**src/core/srh_pkg.sv**
```systemverilog
// Constants, command codes and carrier types for the status register hierarchy
// Contract
// - Registers form a hierarchy; each group feeds one summary bit to the status byte.
// - Bit n carries weight two to the n; values are plain sums of set weights.
// - Bit 15 of every sixteen-bit status register always reads zero.
// - One written value is applied as the complete bit mask of the register.
// - A register query returns the sum of weights of all bits set.
// - Condition bits follow their live condition continuously, never latched.
// - Per-bit positive and negative filters choose which condition edges are recorded.
// - A filtered edge sets the event bit, which stays set until read or cleared.
// - Reading an event register clears it; clear-status clears every event register.
// - After preset, filters record rising edges only; falling edges need explicit enabling.
// - Status byte holds queue, questionable, message, standard event, request and operation bits.
// - Standard event register holds its eight documented bits, power-on in bit 7.
// - Operation condition uses bits 0, 1, 3, 5 and 11; all others read zero.
// - Top summary registers use common commands; group registers use status subsystem commands.
// - Service request starts when an enabled status byte bit is set and none pends.
// - Serial poll clears the request summary bit and leaves other status byte bits alone.
package srh_pkg;

    // ****************************************
    // Widths and masks
    // ****************************************
    localparam int REG_W = 16;
    localparam int BYTE_W = 8;
    localparam logic [REG_W-1:0] REG_VALID_MASK = 16'h7FFF;
    localparam logic [REG_W-1:0] OPER_USED_MASK = 16'h082B;
    localparam logic [BYTE_W-1:0] SRE_VALID_MASK = 8'hBF;

    // ****************************************
    // Reset and preset values
    // ****************************************
    localparam logic [REG_W-1:0] PTR_PRESET = 16'h7FFF;
    localparam logic [REG_W-1:0] NTR_PRESET = 16'h0000;
    localparam logic [REG_W-1:0] ENAB_PRESET = 16'h0000;
    localparam logic [BYTE_W-1:0] STD_EV_RESET = 8'h80;
    localparam logic [BYTE_W-1:0] SRE_RESET = 8'h00;
    localparam logic [BYTE_W-1:0] ESE_RESET = 8'h00;

    // ****************************************
    // Status byte and standard event field positions
    // ****************************************
    localparam int STB_QUEUE_BIT = 2;
    localparam int STB_QUES_BIT = 3;
    localparam int STB_MSG_BIT = 4;
    localparam int STB_STD_BIT = 5;
    localparam int STB_REQ_BIT = 6;
    localparam int STB_OPER_BIT = 7;
    localparam int STD_POWER_ON_BIT = 7;

    // ****************************************
    // Controller commands
    // ****************************************
    typedef enum logic [4:0] {
        SRH_OP_NONE,
        SRH_OP_CLS,
        SRH_OP_ESE_W,
        SRH_OP_ESE_R,
        SRH_OP_ESR_R,
        SRH_OP_SRE_W,
        SRH_OP_SRE_R,
        SRH_OP_STB_R,
        SRH_OP_SPOLL,
        SRH_OP_OPER_COND_R,
        SRH_OP_OPER_EVEN_R,
        SRH_OP_OPER_ENAB_W,
        SRH_OP_OPER_ENAB_R,
        SRH_OP_OPER_PTR_W,
        SRH_OP_OPER_PTR_R,
        SRH_OP_OPER_NTR_W,
        SRH_OP_OPER_NTR_R,
        SRH_OP_STAT_PRES
    } srh_op_t;

    // ****************************************
    // Carriers
    // ****************************************
    typedef struct packed {
        logic valid;
        srh_op_t op;
        logic [REG_W-1:0] data;
    } srh_cmd_t;

    typedef struct packed {
        logic valid;
        logic [REG_W-1:0] data;
    } srh_resp_t;

    typedef struct packed {
        logic wr_enab;
        logic wr_ptr;
        logic wr_ntr;
        logic preset;
        logic clear_ev;
        logic [REG_W-1:0] data;
    } srh_grp_ctl_t;

    typedef struct packed {
        logic [REG_W-1:0] cond;
        logic [REG_W-1:0] ptr;
        logic [REG_W-1:0] ntr;
        logic [REG_W-1:0] event_bits;
        logic [REG_W-1:0] enab;
    } srh_grp_view_t;

    // Drops the always-zero top bit
    function automatic logic [REG_W-1:0] srh_clip(input logic [REG_W-1:0] v);
        return v & REG_VALID_MASK;
    endfunction : srh_clip

endpackage : srh_pkg

```
**src/core/srh_top.sv**
```systemverilog
// Status register hierarchy: status byte, standard event group and operation group
module srh_top (
    // Clock and reset
    input wire logic ref_clk,
    input wire logic rst_b,
    // Controller commands and answers
    input srh_pkg::srh_cmd_t cmd,
    output srh_pkg::srh_resp_t resp,
    // Operation condition pins, asynchronous
    input wire logic [srh_pkg::REG_W-1:0] oper_cond_pin,
    // Standard event pulses from same-clock logic, bits 0 to 6
    input wire logic [srh_pkg::BYTE_W-1:0] std_ev_pulse,
    // Summary levels from same-clock logic
    input wire logic err_queue_nonempty,
    input wire logic output_message_available,
    input wire logic ques_summary,
    // Service request line and status byte view
    output logic srq,
    output logic [srh_pkg::BYTE_W-1:0] status_byte
);
    import srh_pkg::*;

    // ****************************************
    // Pin synchroniser
    // ****************************************
    logic [REG_W-1:0] sync1_r, sync2_r;

    // Two stages before the group reads the pins
    always_ff @(posedge ref_clk) begin
        if (!rst_b) begin
            sync1_r <= '0;
            sync2_r <= '0;
        end else begin
            sync1_r <= oper_cond_pin;
            sync2_r <= sync1_r;
        end
    end

    // ****************************************
    // Operation group
    // ****************************************
    srh_grp_ctl_t oper_ctl;
    srh_grp_view_t oper_view;
    logic oper_sum;

    srh_group u_oper (
        .ref_clk(ref_clk),
        .rst_b(rst_b),
        .cond_in(sync2_r & OPER_USED_MASK),
        .ctl(oper_ctl),
        .view(oper_view),
        .summary(oper_sum)
    );

    // ****************************************
    // Command decode
    // ****************************************
    logic is_cls;
    logic do_poll;

    // Lower groups through status subsystem ops, top registers through common ops
    always_comb begin
        is_cls = cmd.valid && cmd.op == SRH_OP_CLS;
        do_poll = cmd.valid && cmd.op == SRH_OP_SPOLL;
        oper_ctl.wr_enab = cmd.valid && cmd.op == SRH_OP_OPER_ENAB_W;
        oper_ctl.wr_ptr = cmd.valid && cmd.op == SRH_OP_OPER_PTR_W;
        oper_ctl.wr_ntr = cmd.valid && cmd.op == SRH_OP_OPER_NTR_W;
        oper_ctl.preset = cmd.valid && cmd.op == SRH_OP_STAT_PRES;
        oper_ctl.clear_ev = is_cls || (cmd.valid && cmd.op == SRH_OP_OPER_EVEN_R);
        oper_ctl.data = cmd.data;
    end

    // ****************************************
    // Standard event group and service request
    // ****************************************
    logic [BYTE_W-1:0] std_ev_r, std_ev_nxt;
    logic [BYTE_W-1:0] ese_r, ese_nxt;
    logic [BYTE_W-1:0] sre_r, sre_nxt;
    logic pending_r, pending_nxt;
    logic std_sum;
    logic [BYTE_W-1:0] stb_core;
    logic [BYTE_W-1:0] stb_now;
    logic srq_start;

    always_comb begin
        std_sum = |(std_ev_r & ese_r);
        // Status byte without the request bit; bits 0 and 1 stay zero
        stb_core = '0;
        stb_core[STB_QUEUE_BIT] = err_queue_nonempty;
        stb_core[STB_QUES_BIT] = ques_summary;
        stb_core[STB_MSG_BIT] = output_message_available;
        stb_core[STB_STD_BIT] = std_sum;
        stb_core[STB_OPER_BIT] = oper_sum;
        stb_now = stb_core;
        stb_now[STB_REQ_BIT] = pending_r;
        // Request bit is never its own trigger, so it is masked out of the compare
        srq_start = |(stb_core & sre_r & SRE_VALID_MASK) && !pending_r;
        // Poll clears; a still-enabled bit may start the next request a cycle later
        pending_nxt = do_poll ? 1'b0 : (pending_r || srq_start);
        // Pulses beat a read clear in the same cycle; power-on only comes from reset
        std_ev_nxt = (is_cls || (cmd.valid && cmd.op == SRH_OP_ESR_R)) ? '0 : std_ev_r;
        std_ev_nxt = std_ev_nxt | (std_ev_pulse & ~(8'h01 << STD_POWER_ON_BIT));
        ese_nxt = ese_r;
        sre_nxt = sre_r;
        if (cmd.valid && cmd.op == SRH_OP_ESE_W) begin
            ese_nxt = cmd.data[BYTE_W-1:0];
        end
        if (cmd.valid && cmd.op == SRH_OP_SRE_W) begin
            sre_nxt = cmd.data[BYTE_W-1:0] & SRE_VALID_MASK;
        end
    end

    always_ff @(posedge ref_clk) begin
        if (!rst_b) begin
            std_ev_r <= STD_EV_RESET;
            ese_r <= ESE_RESET;
            sre_r <= SRE_RESET;
            pending_r <= 1'b0;
        end else begin
            std_ev_r <= std_ev_nxt;
            ese_r <= ese_nxt;
            sre_r <= sre_nxt;
            pending_r <= pending_nxt;
        end
    end

    // ****************************************
    // Answers
    // ****************************************
    srh_resp_t resp_r, resp_nxt;
    logic [BYTE_W-1:0] stb_r, stb_nxt;

    // Every query answers one cycle later with the plain weighted value
    always_comb begin
        resp_nxt.valid = 1'b0;
        resp_nxt.data = '0;
        stb_nxt = stb_now;
        if (cmd.valid) begin
            resp_nxt.valid = 1'b1;
            case (cmd.op)
                SRH_OP_ESE_R: resp_nxt.data = {8'h00, ese_r};
                SRH_OP_ESR_R: resp_nxt.data = {8'h00, std_ev_r};
                SRH_OP_SRE_R: resp_nxt.data = {8'h00, sre_r};
                SRH_OP_STB_R: resp_nxt.data = {8'h00, stb_now};
                SRH_OP_SPOLL: resp_nxt.data = {8'h00, stb_now};
                SRH_OP_OPER_COND_R: resp_nxt.data = oper_view.cond;
                SRH_OP_OPER_EVEN_R: resp_nxt.data = oper_view.event_bits;
                SRH_OP_OPER_ENAB_R: resp_nxt.data = oper_view.enab;
                SRH_OP_OPER_PTR_R: resp_nxt.data = oper_view.ptr;
                SRH_OP_OPER_NTR_R: resp_nxt.data = oper_view.ntr;
                default: resp_nxt.valid = 1'b0;
            endcase
        end
    end

    always_ff @(posedge ref_clk) begin
        if (!rst_b) begin
            resp_r <= '0;
            stb_r <= '0;
        end else begin
            resp_r <= resp_nxt;
            stb_r <= stb_nxt;
        end
    end

    assign resp = resp_r;
    assign status_byte = stb_r;
    assign srq = pending_r;

    // ****************************************
    // Checks
    // ****************************************
    srq_start_a: assert property (@(posedge ref_clk) disable iff (!rst_b)
        srq_start && !do_poll |=> srq ##1 status_byte[STB_REQ_BIT])
        else $error("service request not raised for an enabled bit");
    srq_hold_a: assert property (@(posedge ref_clk) disable iff (!rst_b)
        !pending_r && !(|(stb_core & sre_r & SRE_VALID_MASK)) |=> !srq)
        else $error("service request raised with no enabled cause");
    poll_clears_a: assert property (@(posedge ref_clk) disable iff (!rst_b)
        do_poll |=> !pending_r ##1 !status_byte[STB_REQ_BIT])
        else $error("serial poll left the request bit set");
    esr_read_clears_a: assert property (@(posedge ref_clk) disable iff (!rst_b)
        cmd.valid && cmd.op == SRH_OP_ESR_R && std_ev_pulse == 8'h00 |=> std_ev_r == 8'h00)
        else $error("standard event register not cleared by its read");
    query_answer_a: assert property (@(posedge ref_clk) disable iff (!rst_b)
        cmd.valid && cmd.op == SRH_OP_OPER_COND_R |=> resp.valid && resp.data == $past(oper_view.cond))
        else $error("condition query answer wrong or late");
    stb_unused_zero_a: assert property (@(posedge ref_clk) disable iff (!rst_b)
        status_byte[1:0] == 2'b00)
        else $error("unused status byte bits set");
    // Write, latch and answer checks
    std_pulse_sets_a: assert property (@(posedge ref_clk) disable iff (!rst_b)
        std_ev_pulse != 8'h00 |=> (std_ev_r | ~$past(std_ev_pulse) | (8'h01 << STD_POWER_ON_BIT)) == 8'hFF)
        else $error("standard event pulse did not latch");
    std_sticky_a: assert property (@(posedge ref_clk) disable iff (!rst_b)
        !is_cls && !(cmd.valid && cmd.op == SRH_OP_ESR_R) |=> (std_ev_r & $past(std_ev_r)) == $past(std_ev_r))
        else $error("standard event bit dropped without a clear");
    cls_clears_std_a: assert property (@(posedge ref_clk) disable iff (!rst_b)
        is_cls && std_ev_pulse == 8'h00 |=> std_ev_r == 8'h00)
        else $error("clear-status left a standard event bit set");
    power_on_only_a: assert property (@(posedge ref_clk) disable iff (!rst_b)
        !std_ev_r[STD_POWER_ON_BIT] |=> !std_ev_r[STD_POWER_ON_BIT])
        else $error("power-on bit set outside reset");
    stb_follows_a: assert property (@(posedge ref_clk) disable iff (!rst_b)
        1'b1 |=> status_byte == $past(stb_now))
        else $error("status byte output lags by more than one cycle");
    resp_quiet_a: assert property (@(posedge ref_clk) disable iff (!rst_b)
        !cmd.valid |=> !resp.valid)
        else $error("answer given with no command");
    ese_write_a: assert property (@(posedge ref_clk) disable iff (!rst_b)
        cmd.valid && cmd.op == SRH_OP_ESE_W |=> ese_r == $past(cmd.data[BYTE_W-1:0]))
        else $error("event enable write not applied as a whole mask");
    sre_write_a: assert property (@(posedge ref_clk) disable iff (!rst_b)
        cmd.valid && cmd.op == SRH_OP_SRE_W |=> sre_r == ($past(cmd.data[BYTE_W-1:0]) & SRE_VALID_MASK))
        else $error("request enable write not applied as a whole mask");
    esr_answer_a: assert property (@(posedge ref_clk) disable iff (!rst_b)
        cmd.valid && cmd.op == SRH_OP_ESR_R |=> resp.valid && resp.data == {8'h00, $past(std_ev_r)})
        else $error("standard event query answer wrong or late");
    poll_answer_a: assert property (@(posedge ref_clk) disable iff (!rst_b)
        do_poll |=> resp.valid && resp.data == {8'h00, $past(stb_now)})
        else $error("serial poll answer wrong or late");
    req_enable_zero_a: assert property (@(posedge ref_clk) disable iff (!rst_b)
        !sre_r[STB_REQ_BIT])
        else $error("request bit enabled as its own trigger");

endmodule : srh_top

```
**src/core/srh_group.sv**
```systemverilog
// One sixteen-bit status group: condition, transition filters, event and enable
module srh_group (
    // Clock and reset
    input wire logic ref_clk,
    input wire logic rst_b,
    // Live conditions, already in this clock domain
    input wire logic [srh_pkg::REG_W-1:0] cond_in,
    // Register writes and clears
    input srh_pkg::srh_grp_ctl_t ctl,
    // Register contents and summary
    output srh_pkg::srh_grp_view_t view,
    output logic summary
);
    import srh_pkg::*;

    logic [REG_W-1:0] cond_r, cond_nxt;
    logic [REG_W-1:0] ptr_r, ptr_nxt;
    logic [REG_W-1:0] ntr_r, ntr_nxt;
    logic [REG_W-1:0] ev_r, ev_nxt;
    logic [REG_W-1:0] enab_r, enab_nxt;
    logic [REG_W-1:0] edge_hit;

    // ****************************************
    // Next values
    // ****************************************
    always_comb begin
        cond_nxt = srh_clip(cond_in);
        // Edge seen on the registered copy so it lines up with what a query shows
        edge_hit = (cond_nxt & ~cond_r & ptr_r) | (~cond_nxt & cond_r & ntr_r);
        // A new edge beats a clear arriving in the same cycle
        ev_nxt = srh_clip((ctl.clear_ev ? '0 : ev_r) | edge_hit);
        ptr_nxt = ptr_r;
        ntr_nxt = ntr_r;
        enab_nxt = enab_r;
        if (ctl.preset) begin
            ptr_nxt = PTR_PRESET;
            ntr_nxt = NTR_PRESET;
            enab_nxt = ENAB_PRESET;
        end
        if (ctl.wr_ptr) begin
            ptr_nxt = srh_clip(ctl.data);
        end
        if (ctl.wr_ntr) begin
            ntr_nxt = srh_clip(ctl.data);
        end
        if (ctl.wr_enab) begin
            enab_nxt = srh_clip(ctl.data);
        end
    end

    // Registers
    always_ff @(posedge ref_clk) begin
        if (!rst_b) begin
            cond_r <= '0;
            ptr_r <= PTR_PRESET;
            ntr_r <= NTR_PRESET;
            ev_r <= '0;
            enab_r <= ENAB_PRESET;
        end else begin
            cond_r <= cond_nxt;
            ptr_r <= ptr_nxt;
            ntr_r <= ntr_nxt;
            ev_r <= ev_nxt;
            enab_r <= enab_nxt;
        end
    end

    // Summary follows event and enable without a register stage
    assign summary = |(ev_r & enab_r);
    assign view = '{cond: cond_r, ptr: ptr_r, ntr: ntr_r, event_bits: ev_r, enab: enab_r};

    // ****************************************
    // Checks
    // ****************************************
    top_bit_zero_a: assert property (@(posedge ref_clk) disable iff (!rst_b)
        !ev_r[REG_W-1] && !ptr_r[REG_W-1] && !ntr_r[REG_W-1] && !enab_r[REG_W-1] && !cond_r[REG_W-1])
        else $error("bit 15 of a group register is set");
    rise_sets_event_a: assert property (@(posedge ref_clk) disable iff (!rst_b)
        (|(cond_nxt & ~cond_r & ptr_r)) |=> |(ev_r & $past(cond_nxt & ~cond_r & ptr_r)))
        else $error("enabled rising edge did not set its event bit");
    event_sticky_a: assert property (@(posedge ref_clk) disable iff (!rst_b)
        !ctl.clear_ev |=> ((ev_r & $past(ev_r)) == $past(ev_r)))
        else $error("event bit dropped without a clear");
    cond_follows_a: assert property (@(posedge ref_clk) disable iff (!rst_b)
        1'b1 |=> cond_r == srh_clip($past(cond_in)))
        else $error("condition register lags or latches its input");
    preset_filters_a: assert property (@(posedge ref_clk) disable iff (!rst_b)
        ctl.preset && !ctl.wr_ptr && !ctl.wr_ntr |=> ptr_r == PTR_PRESET && ntr_r == NTR_PRESET)
        else $error("preset did not restore rising-only filters");

endmodule : srh_group

```
**config.mk**
```make
export PLATFORM = sky130hd
export DESIGN_NAME = srh_top
export DESIGN_NICKNAME = d
export VERILOG_FILES = /design/src/core/srh_pkg.sv /design/src/core/srh_top.sv /design/src/core/srh_group.sv
export SDC_FILE = /design/constraint.sdc
export NUM_CORES = 1
export LEC_CHECK = 0
export BUFFER_PORTS_ARGS = -buffer_cell sky130_fd_sc_hd__buf_2
export CORE_AREA = 3 3 109 111
export DETAILED_ROUTE_END_ITERATION = 12
export DIE_AREA = 0 0 112 114
export PLACE_DENSITY = 0.73
export SETUP_SLACK_MARGIN = 0.1
export SKIP_CTS_REPAIR_TIMING = 1
export SYNTH_ARGS = -nofsm -noshare
export SYNTH_HDL_FRONTEND = slang
export SYNTH_HIERARCHICAL = 1
export SYNTH_SLANG_ARGS = --single-unit
```
**constraint.sdc**
```tcl
create_clock -name ref_clk -period 6.1 [get_ports ref_clk]
set_input_delay 0.61 -clock ref_clk [delete_from_list [all_inputs] [get_ports ref_clk]]
set_output_delay 0.61 -clock ref_clk [all_outputs]
set_load 0.1 [all_outputs]
```
==> flow_metrics.tcl <==
set metrics [dict create \
    sw_frac_of_total 0.217 \
    nFillCells 882 \
    crit_path_cell_trace "buf_2, o21ai_0, nand2_1, a31oi_1, o211ai_2, a21oi_1" \
    overflow 0 \
    grt_most_used_layer "met2" \
    ys_types 44 \
    grt_use_met2 0.398 \
    layout-drive-gt1-share 0.211 \
    grt_max_degree 117 \
    timing.fmax_mhz 443 \
    core.rowCount 38 \
    final_util 0.645 \
    synth-compound-area-share 0.171 \
    yosysWarnings 6 \
    hold_viol_final 0 \
    r2r-start "u_oper/ev_r[8]" \
    cp_max_fo 32 \
    reg2reg_slack_ps 4050 \
    cts_tree "yes" \
    cap_violations 0 \
    use_met3 0.0509 \
    finalCritPeriodShare 0.370 \
    cts_num_sinks 132 \
    synth_seq_cells 132 \
    fin_worst_skew_ps 3.43 \
    worstSetupPathType "in -> reg" \
    reg2regPathDepth 5 \
    fin_crit_ps 2260 \
    firstDrtPassIters 6 \
    ys.flop_type "dfxtp_1" \
    ant_nets 0 \
    syn2layout_area_growth_pct 17.2 \
    worst_r2r_endpoint "srq" \
    clockRootBuffer "clkbuf_8" \
    synthCells 618 \
    worst_path_max_delay_cell "o211ai_2" \
    start_util 0.551 \
    die_h_um 114 \
    nets 743 \
    endpoint_kind "flip-flop" \
    whs_ps 291 \
    grt_pass1_wl_mm 24.2 \
    antenna_found_initial 0 \
    peakVddDrop_v 0.000227 \
    wl_mm 15.0 \
    synthAdderAreaFrac 0 \
    synth_xor_area_frac 0 \
    synth_edf_count 0 \
    tightestPinTransition_ps 1090 \
    numCtsBuffers 17 \
    power_frac_comb 0.062 \
    hold_path_class "in -> reg" \
    pwr-share-clk 0.529 \
    layout_common_cells "dfxtp_1, nor2b_1, buf_2, a21oi_1, conb_1" \
    p_int_w 0.00173 \
    cp-startpoint "cmd[17]" \
    p_leak_nw 2.77 \
    design.portCount 77 \
    maxSlewHeadroom 0.271 \
    power.switching_w 0.000480 \
    power_density_nw_per_um2 315 \
    grtUsageMet1 0.307 \
    syn_avg_cell_area_sq_um 9.70 \
    setup_viol 0 \
    synth_top_family_by_area "simple AND/OR/NAND/NOR gates" \
    synth.cell_area_sq_um 5990 \
    async_reset_ff_frac 0 \
    core-area_sq_um 10900 \
    hpwl_mm 9.17 \
    die_w_um 112 \
    diodes 0 \
    cp_slowest_stage_delay_ps 860 \
    num_vias 4924 \
    rsz0062_at_grt "no" \
    htree_levels 4 \
    outcome "complete, no violations" \
    path_clk_slew_ps 60 \
    yosys.area_share.simple 0.285 \
    slew_viol_final 0 \
    setup.worst_path.end "resp[14]" \
    arrival_ps 2600 \
    track_usage 0.239 \
    synthMuxAreaShare 0.0434 \
    clock_latency_ps 520 \
    final_common_cell "dfxtp_1" \
    dieArea_sq_um 12800 \
    crit_required_ps 6440 \
    tns_ps 0 \
    startpoint_type "input port" \
    ys_seq_area_frac 0.441 \
    initialDrtViolationCount 377 \
    p_seq_frac 0.408 \
    portBuffers 61 \
    route.detailed.drc 0 \
    cts_buffer_depth 2 \
    wl_per_cell_um 17.8 \
    routabilityCongestion 0.842 \
    vias_per_cell 5.83 \
    grt_pass1_vias 4762 \
]
-- state kept, by name, indices dropped and copies added, names as in the netlist --
register	count
status_byte	6
u_oper/enab_r	15
srq	1
u_oper/ptr_r	15
sync2_r	5
u_oper/cond_r	15
std_ev_r	8
u_oper/ev_r	15
resp	17
ese_r	8
u_oper/ntr_r	15
sre_r	7
sync1_r	5
-- layer usage --
layer	vias up	wire length, um
li1	2314	-
met1	2386	6360
met2	194	7370
met3	30	1020
met4	0	293
met5	-	0
-- worst max-delay path, delay by kind of cell --
family | cells | cell delay (ps)
AO/OA/AOI/OAI | 4 | 1260
AND/OR/NAND/NOR | 1 | 100
buffers and inverters | 1 | 610
-- synth_stat cells (all sizes together), types with 8 or more instances --
library cell,count,area share
dfxtp,132,0.44
nor2b,85,0.089
a21oi,47,0.039
nand2,36,0.023
buf,35,0.048
o21ai,34,0.028
and2,31,0.032
nor3b,30,0.058
a22oi,29,0.036
mux2i,26,0.043
nor3,23,0.029
nand3b,17,0.021
a31oi,15,0.016
o21a,15,0.019
clkbuf,13,0.0094
a222oi,8,0.013
nor2,8,0.0058
-- cell families after synthesis --
| family | count (synthesis) |
|---|---|
| simple gates | 247 |
| compound gates | 162 |
| flops | 132 |
| buf+inv | 49 |
| mux | 26 |
| other cells | 2 |
-- how the worst min path moves through the flow --
stage	start	depth (start not counted)	end
3_3_place_gp	sync1_r[3]	1	sync2_r[3]
4_1_cts	oper_cond_pin[5]	2	sync1_r[5]
3_5_place_dp	sync1_r[1]	1	sync2_r[1]
5_1_grt	oper_cond_pin[0]	2	sync1_r[0]
6_report	oper_cond_pin[5]	2	sync1_r[5]
2_1_floorplan	sync1_r[0]	1	sync2_r[0]
-- through the flow --
step | instance area, sq um | power (W) | cells | setup WS (ps)
2_1_floorplan | 6130 | 0.00102 | 653 | 3760
3_3_place_gp | 6340 | 0.00105 | 813 | 3420
3_5_place_dp | 6340 | 0.00106 | 813 | 3400
4_1_cts | 7020 | 0.00222 | 845 | 3930
5_1_grt | 7020 | 0.00227 | 845 | 3790
6_report | 7020 | 0.00221 | 845 | 3840
-- cell type report --
cell class / count / area (sq um) / share of cell area
Multi-Input combinational cell: 472 / 3160 / 0.450
Clock buffer: 18 / 428 / 0.0609
Clock inverter: 14 / 256 / 0.0365
Tap cell: 140 / 175 / 0.0249
Timing Repair Buffer: 68 / 358 / 0.0509
Sequential cell: 132 / 2640 / 0.376
Inverter: 1 / 3.75 / 0.000534
-- power by group through the flow --
stage / clock network (W) / registers [W] / logic [W]
detailed placement: 0 / 0.000921 / 0.000135
global route: 0.00122 / 0.000905 / 0.000149
floorplan: 0 / 0.000931 / 0.0000889
global placement: 0 / 0.000920 / 0.000132
CTS: 0.00118 / 0.000903 / 0.000136
finish: 0.00117 / 0.000903 / 0.000138
Power figures use the tool's default switching activity.
